### config.mk
export PLATFORM = sky130hd
export DESIGN_NAME = pcsi_core
export DESIGN_NICKNAME = d
export VERILOG_FILES = /design/src/inc/pcsi_pkg.sv /design/src/core/pcsi_core.sv /design/src/core/pcsi_stack_mem.sv
export SDC_FILE = /design/constraint.sdc
export NUM_CORES = 1
export LEC_CHECK = 0
export BUFFER_PORTS_ARGS = -buffer_cell sky130_fd_sc_hd__buf_4
export CORE_MARGIN = 2
export CORE_UTILIZATION = 45
export CTS_BUF_LIST = sky130_fd_sc_hd__clkbuf_16
export DETAILED_ROUTE_END_ITERATION = 8
export PLACE_DENSITY = 0.74
export SYNTH_ARGS = -nofsm -noshare
export SYNTH_HDL_FRONTEND = slang
export SYNTH_HIERARCHICAL = 1
export SYNTH_SLANG_ARGS = --single-unit
### constraint.sdc
create_clock -name clk_i -period 7.3 [get_ports clk_i]
set_clock_uncertainty 0.2 [all_clocks]
set_input_delay 0 -clock clk_i [delete_from_list [all_inputs] [get_ports clk_i]]
set_output_delay 0 -clock clk_i [all_outputs]
set_load 0.05 [all_outputs]
### src/inc/pcsi_pkg.sv
// Package for the program counter, return stack and indirect access block.
// Assumes a single core clock and a classic Wishbone register slave.
package pcsi_pkg;

  // ==========================================================
  // Widths
  localparam int PC_W    = 13;
  localparam int STK_DEP = 8;
  localparam int STK_AW  = 3;
  localparam int TGT_W   = 11;
  localparam int DA_W    = 9;

  // ==========================================================
  // Register byte offsets
  localparam logic [7:0] OFF_INDIRECT = 8'h00;
  localparam logic [7:0] OFF_PC_LOW   = 8'h04;
  localparam logic [7:0] OFF_STATUS   = 8'h08;
  localparam logic [7:0] OFF_FILE_PTR = 8'h0C;
  localparam logic [7:0] OFF_HI_LATCH = 8'h10;
  localparam logic [7:0] OFF_CONTROL  = 8'h14;

  // ==========================================================
  // Field positions
  localparam int STATUS_BANK_POS = 7;
  localparam int CTRL_GIE_POS    = 0;

  // ==========================================================
  // Reset values and fixed addresses
  localparam logic [12:0] PC_RST      = 13'h0000;
  localparam logic [12:0] INT_VECTOR  = 13'h0004;
  localparam logic [7:0]  BYTE_RST    = 8'h00;
  localparam logic [6:0]  INDIRECT_LOC = 7'h00;

  // ==========================================================
  // Decoder operation codes
  localparam logic [3:0] OP_STEP   = 4'h0;
  localparam logic [3:0] OP_CALL   = 4'h1;
  localparam logic [3:0] OP_JUMP   = 4'h2;
  localparam logic [3:0] OP_RETURN = 4'h3;
  localparam logic [3:0] OP_RETLIT = 4'h4;
  localparam logic [3:0] OP_RETINT = 4'h5;
  localparam logic [3:0] OP_WRLOW  = 4'h6;

  // ==========================================================
  // Bus slave states
  typedef enum logic [3:0] {
    PCSI_IDLE  = 4'h1,
    PCSI_EXEC  = 4'h2,
    PCSI_FETCH = 4'h4,
    PCSI_ACK   = 4'h8
  } pcsi_state_e;

endpackage : pcsi_pkg

### src/core/pcsi_core.sv
// Program counter, return stack and indirect data access of the core.
// Assumes the decoder gives one operation per valid cycle and data
// memory returns read data one cycle after its read strobe.
//
// Summary of operation
// - Program counter is 13 bits; low byte readable and writable.
// - Software sets upper counter bits only through the high latch, never directly.
// - Any reset clears the whole program counter.
// - Writing the low byte loads upper five bits from latch at once.
// - Call or jump takes top two bits from latch bits 4 and 3.
// - Return stack holds eight entries of 13 bits.
// - Stack and its pointer are invisible to software.
// - Call pushes the program counter plus one; interrupt branch pushes the program counter.
// - Return, literal return and interrupt return pop the stack.
// - Push and pop leave the high latch unchanged.
// - Stack is circular; ninth push overwrites the oldest entry.
// - No overflow or underflow status exists.
// - Indirect port accesses the location the file pointer selects.
// - Indirect read pointing at the indirect port returns zero.
// - Indirect write pointing at the indirect port stores nothing.
// - Indirect address is 9 bits: file pointer plus bank bit.
// - Taken interrupt with global enable pushes and jumps to vector.
`timescale 1ns/10ps
module pcsi_core #(
  parameter int DEPTH = pcsi_pkg::STK_DEP
) (
  input  wire logic        clk_i,
  input  wire logic        rst_i,
  input  wire logic        wb_cyc_i,
  input  wire logic        wb_stb_i,
  input  wire logic        wb_we_i,
  input  wire logic [7:0]  wb_adr_i,
  input  wire logic [3:0]  wb_sel_i,
  input  wire logic [31:0] wb_dat_i,
  output logic      [31:0] wb_dat_o,
  output logic             wb_ack_o,
  input  wire logic        op_valid_i,
  input  wire logic [3:0]  op_code_i,
  input  wire logic [10:0] op_target_i,
  input  wire logic [7:0]  op_data_i,
  input  wire logic        int_req_i,
  output logic             int_taken_o,
  output logic      [12:0] pc_o,
  output logic      [8:0]  dm_addr_o,
  output logic             dm_re_o,
  output logic             dm_we_o,
  output logic      [7:0]  dm_wdata_o,
  input  wire logic [7:0]  dm_rdata_i
);

  // ==========================================================
  // Declarations
  pcsi_pkg::pcsi_state_e st_q, st_d;

  logic [12:0] pc_q, stk_top, push_val;
  logic [7:0]  latch_q, fptr_q, adr_q, wdat_q, rdat_q;
  logic [2:0]  sp_q, sp_d, stk_raddr;
  logic        bank_q, gie_q, we_q, sel0_q;
  logic        exec, wr, is_ind, self_ref, low_wr, latch_wr;
  logic        op_go, int_go, op_x, is_ret, do_push, do_pop;

  // ==========================================================
  // Bus request capture and slave sequencing
  always_comb begin
    st_d = st_q;
    case (st_q)
      pcsi_pkg::PCSI_IDLE: begin
        if (wb_cyc_i && wb_stb_i) begin
          st_d = pcsi_pkg::PCSI_EXEC;
        end
      end
      pcsi_pkg::PCSI_EXEC:  st_d = pcsi_pkg::PCSI_FETCH;
      pcsi_pkg::PCSI_FETCH: st_d = pcsi_pkg::PCSI_ACK;
      pcsi_pkg::PCSI_ACK:   st_d = pcsi_pkg::PCSI_IDLE;
      default:              st_d = pcsi_pkg::PCSI_IDLE;
    endcase
  end

  always_ff @(posedge clk_i) begin
    if (rst_i) begin
      st_q <= pcsi_pkg::PCSI_IDLE;
    end else begin
      st_q <= st_d;
    end
  end

  always_ff @(posedge clk_i) begin
    if (rst_i) begin
      adr_q  <= pcsi_pkg::BYTE_RST;
      we_q   <= 1'b0;
      sel0_q <= 1'b0;
      wdat_q <= pcsi_pkg::BYTE_RST;
    end else if (st_q == pcsi_pkg::PCSI_IDLE && wb_cyc_i && wb_stb_i) begin
      adr_q  <= wb_adr_i;
      we_q   <= wb_we_i;
      sel0_q <= wb_sel_i[0];
      wdat_q <= wb_dat_i[7:0];
    end
  end

  assign exec     = (st_q == pcsi_pkg::PCSI_EXEC);
  assign wr       = exec && we_q && sel0_q;
  assign is_ind   = (adr_q == pcsi_pkg::OFF_INDIRECT);
  assign low_wr   = wr && (adr_q == pcsi_pkg::OFF_PC_LOW);
  assign latch_wr = wr && (adr_q == pcsi_pkg::OFF_HI_LATCH);
  assign self_ref = (fptr_q[6:0] == pcsi_pkg::INDIRECT_LOC);

  // ==========================================================
  // Indirect data access
  // Port redirects to data memory
  assign dm_re_o    = exec && is_ind && !we_q && !self_ref;
  assign dm_we_o    = exec && is_ind && we_q && sel0_q && !self_ref;
  assign dm_wdata_o = wdat_q;
  assign dm_addr_o  = {bank_q, fptr_q};

  // ==========================================================
  // Read data and answer
  always_ff @(posedge clk_i) begin
    if (rst_i) begin
      rdat_q <= pcsi_pkg::BYTE_RST;
    end else if (st_q == pcsi_pkg::PCSI_FETCH) begin
      case (adr_q)
        pcsi_pkg::OFF_INDIRECT:
          rdat_q <= (self_ref || we_q) ? pcsi_pkg::BYTE_RST : dm_rdata_i;
        pcsi_pkg::OFF_PC_LOW:   rdat_q <= pc_q[7:0];
        pcsi_pkg::OFF_STATUS:   rdat_q <= {bank_q, 7'h00};
        pcsi_pkg::OFF_FILE_PTR: rdat_q <= fptr_q;
        pcsi_pkg::OFF_HI_LATCH: rdat_q <= latch_q;
        pcsi_pkg::OFF_CONTROL:  rdat_q <= {7'h00, gie_q};
        default:                rdat_q <= pcsi_pkg::BYTE_RST;
      endcase
    end
  end

  assign wb_ack_o = (st_q == pcsi_pkg::PCSI_ACK);
  assign wb_dat_o = {24'h000000, rdat_q};

  // ==========================================================
  // Software registers
  // Bus is the only writer, except the enable, which vectoring and interrupt return also write
  always_ff @(posedge clk_i) begin
    if (rst_i) begin
      latch_q <= pcsi_pkg::BYTE_RST;
    end else if (latch_wr) begin
      latch_q <= wdat_q;
    end
  end

  always_ff @(posedge clk_i) begin
    if (rst_i) begin
      fptr_q <= pcsi_pkg::BYTE_RST;
    end else if (wr && adr_q == pcsi_pkg::OFF_FILE_PTR) begin
      fptr_q <= wdat_q;
    end
  end

  always_ff @(posedge clk_i) begin
    if (rst_i) begin
      bank_q <= 1'b0;
    end else if (wr && adr_q == pcsi_pkg::OFF_STATUS) begin
      bank_q <= wdat_q[pcsi_pkg::STATUS_BANK_POS];
    end
  end

  // Vectoring clears enable, interrupt return sets it again
  always_ff @(posedge clk_i) begin
    if (rst_i) begin
      gie_q <= 1'b0;
    end else if (op_x && op_code_i == pcsi_pkg::OP_RETINT) begin
      gie_q <= 1'b1;
    end else if (int_go) begin
      gie_q <= 1'b0;
    end else if (wr && adr_q == pcsi_pkg::OFF_CONTROL) begin
      gie_q <= wdat_q[pcsi_pkg::CTRL_GIE_POS];
    end
  end

  // ==========================================================
  // Operation decode
  assign op_go  = op_valid_i && !low_wr;
  assign int_go = op_go && int_req_i && gie_q;
  assign op_x   = op_go && !int_go;
  assign is_ret = (op_code_i == pcsi_pkg::OP_RETURN) ||
                  (op_code_i == pcsi_pkg::OP_RETLIT) ||
                  (op_code_i == pcsi_pkg::OP_RETINT);
  assign do_push  = int_go || (op_x && op_code_i == pcsi_pkg::OP_CALL);
  assign do_pop   = op_x && is_ret;
  assign push_val = int_go ? pc_q : pc_q + 13'h0001;
  assign int_taken_o = int_go;

  // ==========================================================
  // Program counter
  always_ff @(posedge clk_i) begin
    if (rst_i) begin
      pc_q <= pcsi_pkg::PC_RST;
    end else if (low_wr) begin
      pc_q <= {latch_q[4:0], wdat_q};
    end else if (int_go) begin
      pc_q <= pcsi_pkg::INT_VECTOR;
    end else if (op_x) begin
      case (op_code_i)
        pcsi_pkg::OP_CALL, pcsi_pkg::OP_JUMP:
          pc_q <= {latch_q[4:3], op_target_i};
        pcsi_pkg::OP_RETURN, pcsi_pkg::OP_RETLIT, pcsi_pkg::OP_RETINT:
          pc_q <= stk_top;
        pcsi_pkg::OP_WRLOW:  pc_q <= {latch_q[4:0], op_data_i};
        pcsi_pkg::OP_STEP:   pc_q <= pc_q + 13'h0001;
        default:             pc_q <= pc_q;
      endcase
    end
  end

  assign pc_o = pc_q;

  // ==========================================================
  // Return stack
  // Pointer wraps freely
  always_comb begin
    sp_d = sp_q;
    if (do_push) begin
      sp_d = sp_q + 3'h1;
    end else if (do_pop) begin
      sp_d = sp_q - 3'h1;
    end
  end

  always_ff @(posedge clk_i) begin
    if (rst_i) begin
      sp_q <= 3'h0;
    end else begin
      sp_q <= sp_d;
    end
  end

  assign stk_raddr = sp_d - 3'h1;

  pcsi_stack_mem #(
    .DEPTH (DEPTH),
    .WIDTH (pcsi_pkg::PC_W),
    .AW    (pcsi_pkg::STK_AW)
  ) pcsi_stack_mem_inst (
    .clk_i   (clk_i),
    .rst_i   (rst_i),
    .we_i    (do_push),
    .waddr_i (sp_q),
    .wdata_i (push_val),
    .raddr_i (stk_raddr),
    .rdata_o (stk_top)
  );
endmodule : pcsi_core

### src/core/pcsi_stack_mem.sv
// Circular return stack storage with a registered read port.
// Assumes the caller drives the read address of the next stack top.
`timescale 1ns/10ps
module pcsi_stack_mem #(
  parameter int DEPTH = 8,
  parameter int WIDTH = 13,
  parameter int AW    = 3
) (
  input  wire logic             clk_i,
  input  wire logic             rst_i,
  input  wire logic             we_i,
  input  wire logic [AW-1:0]    waddr_i,
  input  wire logic [WIDTH-1:0] wdata_i,
  input  wire logic [AW-1:0]    raddr_i,
  output logic      [WIDTH-1:0] rdata_o
);

  logic [WIDTH-1:0] mem_q [DEPTH];
  logic [WIDTH-1:0] rdata_q;

  // ==========================================================
  // Storage
  always_ff @(posedge clk_i) begin
    if (we_i) begin
      mem_q[waddr_i] <= wdata_i;
    end
  end

  // ==========================================================
  // Read register, bypass on same-slot write
  always_ff @(posedge clk_i) begin
    if (rst_i) begin
      rdata_q <= '0;
    end else if (we_i && (waddr_i == raddr_i)) begin
      rdata_q <= wdata_i;
    end else begin
      rdata_q <= mem_q[raddr_i];
    end
  end

  assign rdata_o = rdata_q;

endmodule : pcsi_stack_mem

==> impl_metrics.json, run 1 <==
{
  "hold_path.class": "in -> reg",
  "hold_start": "int_req_i",
  "firstDrtPassIters": 5,
  "synth_cells": 701,
  "cts_setup_buffers": 0,
  "clk_latency_ns": 0.44,
  "crit_required_ns": 7.39,
  "synth-seq-cells": 181,
  "status": "complete, no violations",
  "coreArea_mm2": 0.0181,
  "peakVddDrop_uv": 199,
  "initial_core_util_pct": 46.3,
  "highest_layer": "met4",
  "max_slew.worst_pin.slew_ns": 1.21,
  "die_x_um": 140,
  "hold_buffers": 75,
  "drv_slew": 0,
  "clock_path_buffers": 2,
  "dpl.hpwl_um": 14400,
  "cp-end-kind": "flop",
  "power.density_mw_per_mm2": 245,
  "slowest_stage": "inv_1",
  "r2r_cells": 12,
  "ctsRootBufferMaster": "clkbuf_16",
  "drc": 0,
  "cts.reportedPaths.clkPinSlew_ns": 0.07,
  "layout-drive-gt1-share_pct": 20.7,
  "antenna_left": 0,
  "rsz0062_at_grt": "false",
  "hold_viol": 0,
  "wl_per_cell_um": 19.9,
  "yosys_most_used_dff": "edfxtp_1",
  "synth_edf_count": 104,
  "crit_chain": "or4_4 > nor4b_4 > nand2_1 > a31oi_1 > a21o_1 > o21ai_0 > ha_1 > inv_1 > buf_4 > mux4_2 > mux2i_1 > a211oi_1",
  "antennaDiodeCount": 0,
  "r2r-start": "adr_q[0]$_SDFFE_PP0P_",
  "critPathMaxFanout": 18,
  "placedCellCount": 991,
  "cp_slowest_stage_delay_ns": 0.72,
  "fin_ws_ns": 2.43,
  "dr_wl_met2_um": 10400,
  "layout_min_cycle_time_ns": 4.87,
  "cts_resized": 0,
  "wl_met3_um": 1620,
  "post-route-period-util_pct": 66.7,
  "ys_warn_count": 6,
  "crit_type": "reg -> reg",
  "grt_pass1_vias": 6181,
  "cts_tree": "built",
  "p_leak_nw": 4.00,
  "drt_iter0_drc": 689,
  "worstPathArrival_ns": 4.96,
  "port_buffers": 96,
  "whs_path_depth": 6,
  "grt_pass1_wl_um": 33700,
  "synth.distinct_cells": 65,
  "final_common_cell": "buf_4",
  "die_area_mm2": 0.0197,
  "start_kind": "flop",
  "grt.overflow.total": 0,
  "reg2reg_to": "pcsi_stack_mem_inst/rdata_o[5]$_SDFF_PP0_",
  "wl_um": 21900,
  "setup_violations": 0,
  "r2r_setup_slack_ns": 2.43,
  "grt.total_usage_pct": 22.5,
  "dp_slack_ns": 2.41,
  "fin_setup_tns_ns": 0,
  "grt_max_degree": 78,
  "crit_start": "adr_q[0]$_SDFFE_PP0P_",
  "whs_endpoint": "pc_o[11]$_SDFFE_PP0P_",
  "layout.nets": 942,
  "area_growth_pct": 25.7,
  "pin_count": 148,
  "ys_seq_area_share_pct": 55.7,
  "cts_made_buffers": 17,
  "slew_headroom_pct": 19.0,
  "drt-met1-wl_um": 9330,
  "mostFrequentLayoutCells": "buf_4, edfxtp_1, dfxtp_1",
  "die_h_um": 140,
  "antenna_found_initial": 0,
  "place.gp.congestion": 0.861,
  "maxCapViolations": 0,
  "vias_per_cell": 5.75,
  "instances_no_fill": 1098,
  "fin_hold_ws_ns": 0.0284,
  "synth_area_mm2": 0.00837,
  "rows": 49,
  "fmax_mhz": 205,
  "htreeDepth": 4,
  "avgSynthCellArea_um2": 11.9,
  "cts_num_sinks": 181,
  "vias": 6314,
  "async_reset_ff_share_pct": 0
}
where the power goes:
group / total [mW] / internal (mW) / leakage (nW) / switching (mW)
Clock: 0.965 / 0.550 / 0.305 / 0.415
Combinational: 0.462 / 0.215 / 2.11 / 0.246
Sequential: 1.15 / 1.12 / 1.58 / 0.0394
Yosys cell counts (all sizes together), types with 2 or more instances:
master	count	area share (%)
clkbuf	28	1.3
mux4	26	7.2
a222oi	9	1.1
and3	3	0.22
nand4	9	0.75
ha	4	0.60
a21o	3	0.27
nor2b	6	0.45
a221oi	3	0.31
nor4b	2	0.39
a21oi	47	2.9
o22a	2	0.21
nand2	67	3.1
and4	3	0.31
dfxtp	77	18
or4b	2	0.24
o21ai	10	0.64
nand4b	2	0.21
nor4	6	0.60
a211o	6	0.63
buf	43	4.0
nor3	12	0.78
o221ai	4	0.42
nor2	65	2.9
nand2b	7	0.52
or2	2	0.15
nor3b	3	0.27
a211oi	30	2.7
o211ai	6	0.54
a22oi	12	1.1
edfxtp	104	37
xnor2	21	2.2
xor2	10	1.0
o31ai	5	0.45
mux2i	26	3.1
inv	4	0.18
nand3	19	1.1
worst max-delay path by stage:
stage                                            endpoint  depth (start not counted)
2_1_floorplan  pcsi_stack_mem_inst/rdata_o[10]$_SDFF_PP0_                         13
6_report        pcsi_stack_mem_inst/rdata_o[5]$_SDFF_PP0_                         12
4_1_cts         pcsi_stack_mem_inst/rdata_o[5]$_SDFF_PP0_                         12
5_1_grt         pcsi_stack_mem_inst/rdata_o[5]$_SDFF_PP0_                         12
3_5_place_dp    pcsi_stack_mem_inst/rdata_o[5]$_SDFF_PP0_                         12
3_3_place_gp    pcsi_stack_mem_inst/rdata_o[5]$_SDFF_PP0_                         12
critical path: cells and delay by family (launching register included):
kind,cells,cell delay (ns)
AOI/OAI and AO/OA,4,0.52
adders and majority gates,1,0.32
buffers and inverters,2,1.09
DFF,1,0.33
muxes,2,0.77
and+or+nand+nor,3,1.46
per-layer routing:
layer  global-route usage (%)  vias up
li1                         -     2924
met1                     30.1     3072
met2                     35.9      280
met3                     4.75       38
met4                     8.93        0
met5                        0        -
kinds of logic after synthesis:
| group | synth area share [%] |
|---|---|
| XOR/XNOR | 3.24 |
| adder cells (fa/ha/maj) | 0.598 |
| AND/OR/NAND/NOR | 12.4 |
| AO/OA/AOI/OAI | 12.1 |
| flip-flops | 55.7 |
| buffers and inverters | 5.41 |
| multiplexers | 10.5 |
| other | 0.0448 |
through the flow:
step           power, mW  utilization [%]  area, um^2
2_1_floorplan       1.52                -        8460
3_3_place_gp        1.60             50.6        9150
3_5_place_dp        1.60             50.6        9150
4_1_cts             2.59             58.2       10500
5_1_grt             2.67             58.2       10500
6_report            2.58             58.2       10500
state kept, by name (all words and copies together), names as in the netlist, 3 cells and up:
signal,count
pcsi_stack_mem_inst/rdata_o,13
adr_q,8
pc_o,13
latch_q,8
sp_q,3
pcsi_stack_mem_inst/mem_q,104
fptr_q,8
dm_wdata_o,8
rdat_q,8
st_q,4
layout make-up:
cell class	count	area [um^2]
fill	1416	7560
clock buffer	17	425
multi-input combinational	468	3370
tap	229	287
inverter	4	15.0
timing repair buffer	184	1570
clock inverter	15	196
sequential	181	4660
Note: power is estimated with default switching activity, not from simulation.
==> run 2, diff against run 1 <==
--- a/config.mk
+++ b/config.mk
@@ -10,7 +10,7 @@
 export CORE_UTILIZATION = 45
 export CTS_BUF_LIST = sky130_fd_sc_hd__clkbuf_16
 export DETAILED_ROUTE_END_ITERATION = 8
-export PLACE_DENSITY = 0.74
+export PLACE_DENSITY = 0.77
 export SYNTH_ARGS = -nofsm -noshare
 export SYNTH_HDL_FRONTEND = slang
 export SYNTH_HIERARCHICAL = 1
==> constraint.sdc (replaced) <==
create_clock -name clk_i -period 4.2 [get_ports clk_i]
set_clock_uncertainty 0.2 [all_clocks]
set_input_delay 0 -clock clk_i [delete_from_list [all_inputs] [get_ports clk_i]]
set_output_delay 0 -clock clk_i [all_outputs]
set_load 0.05 [all_outputs]
==> run 2 against run 1 <==
Against the previous run:
- worst setup slack worse by 2.0 ns
- maximum frequency is 28% higher
- die area is the same
- worst hold slack gained 0.026 ns
- sequential power is 75% higher
- highest routed layer unchanged
==> impl_metrics.json, run 2 (synthesis gave the netlist of run 1 again) <==
{
  "p_sw_share_pct": 27.1,
  "final_common_cell": "buf_4",
  "max_slew.worst_pin.slew_ns": 1.14,
  "seqPwrFrac_pct": 46.0,
  "area_growth_pct": 25.7,
  "layout_min_cycle_time_ns": 3.81,
  "whs_endpoint": "pc_o[10]$_SDFFE_PP0P_",
  "place.gp.congestion": 0.926,
  "cts_num_sinks": 181,
  "antennaDiodeCount": 0,
  "regArea_mm2": 0.00466,
  "r2r-start": "st_q[0]$_SDFFE_PP1P_",
  "maxCapViolations": 0,
  "antenna_left": 0,
  "critPathMaxFanout": 16,
  "drc": 0,
  "antenna_found_initial": 0,
  "hold_start": "op_code_i[3]",
  "r2r_setup_slack_ns": 0.39,
  "die_h_um": 140,
  "n_fill_cell": 1417,
  "multi_input_area_mm2": 0.00337,
  "mostFrequentLayoutCells": "buf_4, edfxtp_1, dfxtp_1",
  "port_buffers": 96,
  "grt.total_usage_pct": 22.7,
  "grt.overflow.total": 0,
  "fmax_mhz": 262,
  "fin_hold_ws_ns": 0.0546,
  "layout-drive-gt1-share_pct": 21.6,
  "cts.reportedPaths.clkPinSlew_ns": 0.07,
  "status": "complete, no violations",
  "p_clk_share_pct": 35.2,
  "crit_chain": "or4b_1 > or2_2 > o21ai_2 > o22a_1 > a21o_1 > o21ai_0 > ha_1 > inv_1 > buf_12 > xnor2_1 > nand4_2 > buf_4 > nor2_1 > a211oi_2",
  "fin_setup_tns_ns": 0,
  "cts_made_buffers": 17,
  "power.density_mw_per_mm2": 416,
  "rows": 49,
  "peakVddDrop_uv": 323,
  "top_register": "pcsi_stack_mem_inst/mem_q",
  "hold_path.class": "in -> reg",
  "grt_max_degree": 78,
  "crit_required_ns": 4.27,
  "start_kind": "flop",
  "whs_path_depth": 5,
  "fin_util_pct": 58.2,
  "cts_setup_buffers": 0,
  "pin_count": 148,
  "cp_num_buf_inv": 3,
  "p_leak_nw": 4.01,
  "hold_viol": 0,
  "clk_latency_ns": 0.43,
  "coreArea_mm2": 0.0181,
  "power.internal_mw": 3.20,
  "rsz0062_at_grt": "false",
  "dpl.hpwl_um": 15200,
  "clock_path_buffers": 2,
  "slowest_stage": "or4b_1",
  "vias_per_cell": 5.83,
  "power_mw": 4.38,
  "ctsRootBufferMaster": "clkbuf_16",
  "comb_power_share_pct": 18.9,
  "wl_um": 22400,
  "drt_iter0_drc": 543,
  "worstPathArrival_ns": 3.88,
  "cp-end-kind": "flop",
  "die_x_um": 140,
  "p_switching_mw": 1.19,
  "grt_pass1_vias": 6180,
  "initial_core_util_pct": 46.3,
  "largest_register_ffs": 104,
  "setup_violations": 0,
  "layout.nets": 947,
  "die_area_mm2": 0.0197,
  "slew_headroom_pct": 23.7,
  "firstDrtPassIters": 5,
  "cts_tree": "built",
  "crit_family": "simple AND/OR/NAND/NOR gates",
  "cp_slowest_stage_delay_ns": 0.61,
  "crit_type": "reg -> reg",
  "r2r_cells": 14,
  "reg2reg_to": "pcsi_stack_mem_inst/rdata_o[11]$_SDFF_PP0_",
  "post-route-period-util_pct": 90.7,
  "wl_per_cell_um": 20.3,
  "htreeDepth": 4,
  "grt_pass1_wl_um": 34300,
  "vias": 6425,
  "drv_slew": 0
}
## run 2: worst max-delay path by stage
stage,cells past startpoint,startpoint,endpoint,slack (ns)
finish,14,st_q[0]$_SDFFE_PP1P_,pcsi_stack_mem_inst/rdata_o[11]$_SDFF_PP0_,0.39
global route,14,st_q[0]$_SDFFE_PP1P_,pcsi_stack_mem_inst/rdata_o[11]$_SDFF_PP0_,0.19
CTS,14,st_q[0]$_SDFFE_PP1P_,pcsi_stack_mem_inst/rdata_o[11]$_SDFF_PP0_,0.38
detailed placement,14,st_q[0]$_SDFFE_PP1P_,pcsi_stack_mem_inst/rdata_o[11]$_SDFF_PP0_,0.39
global placement,14,st_q[0]$_SDFFE_PP1P_,pcsi_stack_mem_inst/rdata_o[11]$_SDFF_PP0_,0.47
floorplan,13,st_q[0]$_SDFFE_PP1P_,pcsi_stack_mem_inst/rdata_o[10]$_SDFF_PP0_,0.75
## run 2: power by group through the flow
stage / combinational [mW] / clock [mW] / sequential [mW]
2_1_floorplan: 0.583 / 0 / 2.05
3_3_place_gp: 0.751 / 0 / 2.05
3_5_place_dp: 0.767 / 0 / 2.05
4_1_cts: 0.828 / 1.57 / 2.01
5_1_grt: 0.886 / 1.63 / 2.02
6_report: 0.828 / 1.54 / 2.01
## run 2: final cells by class
cell class,count,area share [%]
multi-input combinational,468,32.0
tap,229,2.72
inverter,4,0.143
clock inverter,14,1.14
clock buffer,18,4.28
sequential,181,44.3
timing repair buffer,189,15.4
## run 2: per-stage QoR
| step | setup slack [ns] | instance area, um^2 | cells |
|---|---|---|---|
| 6_report | 0.390 | 10500 | 1103 |
| 3_3_place_gp | 0.474 | 9240 | 999 |
| 3_5_place_dp | 0.389 | 9240 | 999 |
| 2_1_floorplan | 0.753 | 8460 | 724 |
| 5_1_grt | 0.185 | 10500 | 1103 |
| 4_1_cts | 0.378 | 10500 | 1103 |
## run 2: worst reg2reg max path: cells and delay by family, from the launching register on
| kind | cells | cell delay (ns) |
|---|---|---|
| AND/OR/NAND/NOR | 4 | 1.45 |
| AO/OA/AOI/OAI | 5 | 0.57 |
| flip-flops | 1 | 0.34 |
| XOR/XNOR | 1 | 0.14 |
| buffers and inverters | 3 | 0.65 |
| adder cells (fa/ha/maj) | 1 | 0.31 |
## run 2: timing repair
action                                 CTS  global route
hold buffers                            72             0
resized for setup                        0             0
endpoints found under the hold margin   61             0
## run 2: per-layer routing
metal / part of all wire, % / wire, um / GRT usage, %
met1: 42 / 9390 / 31.3
met2: 48 / 10700 / 35.9
met3: 8.3 / 1870 / 5.88
met4: 2.0 / 445 / 6.43
met5: 0 / 0 / 0
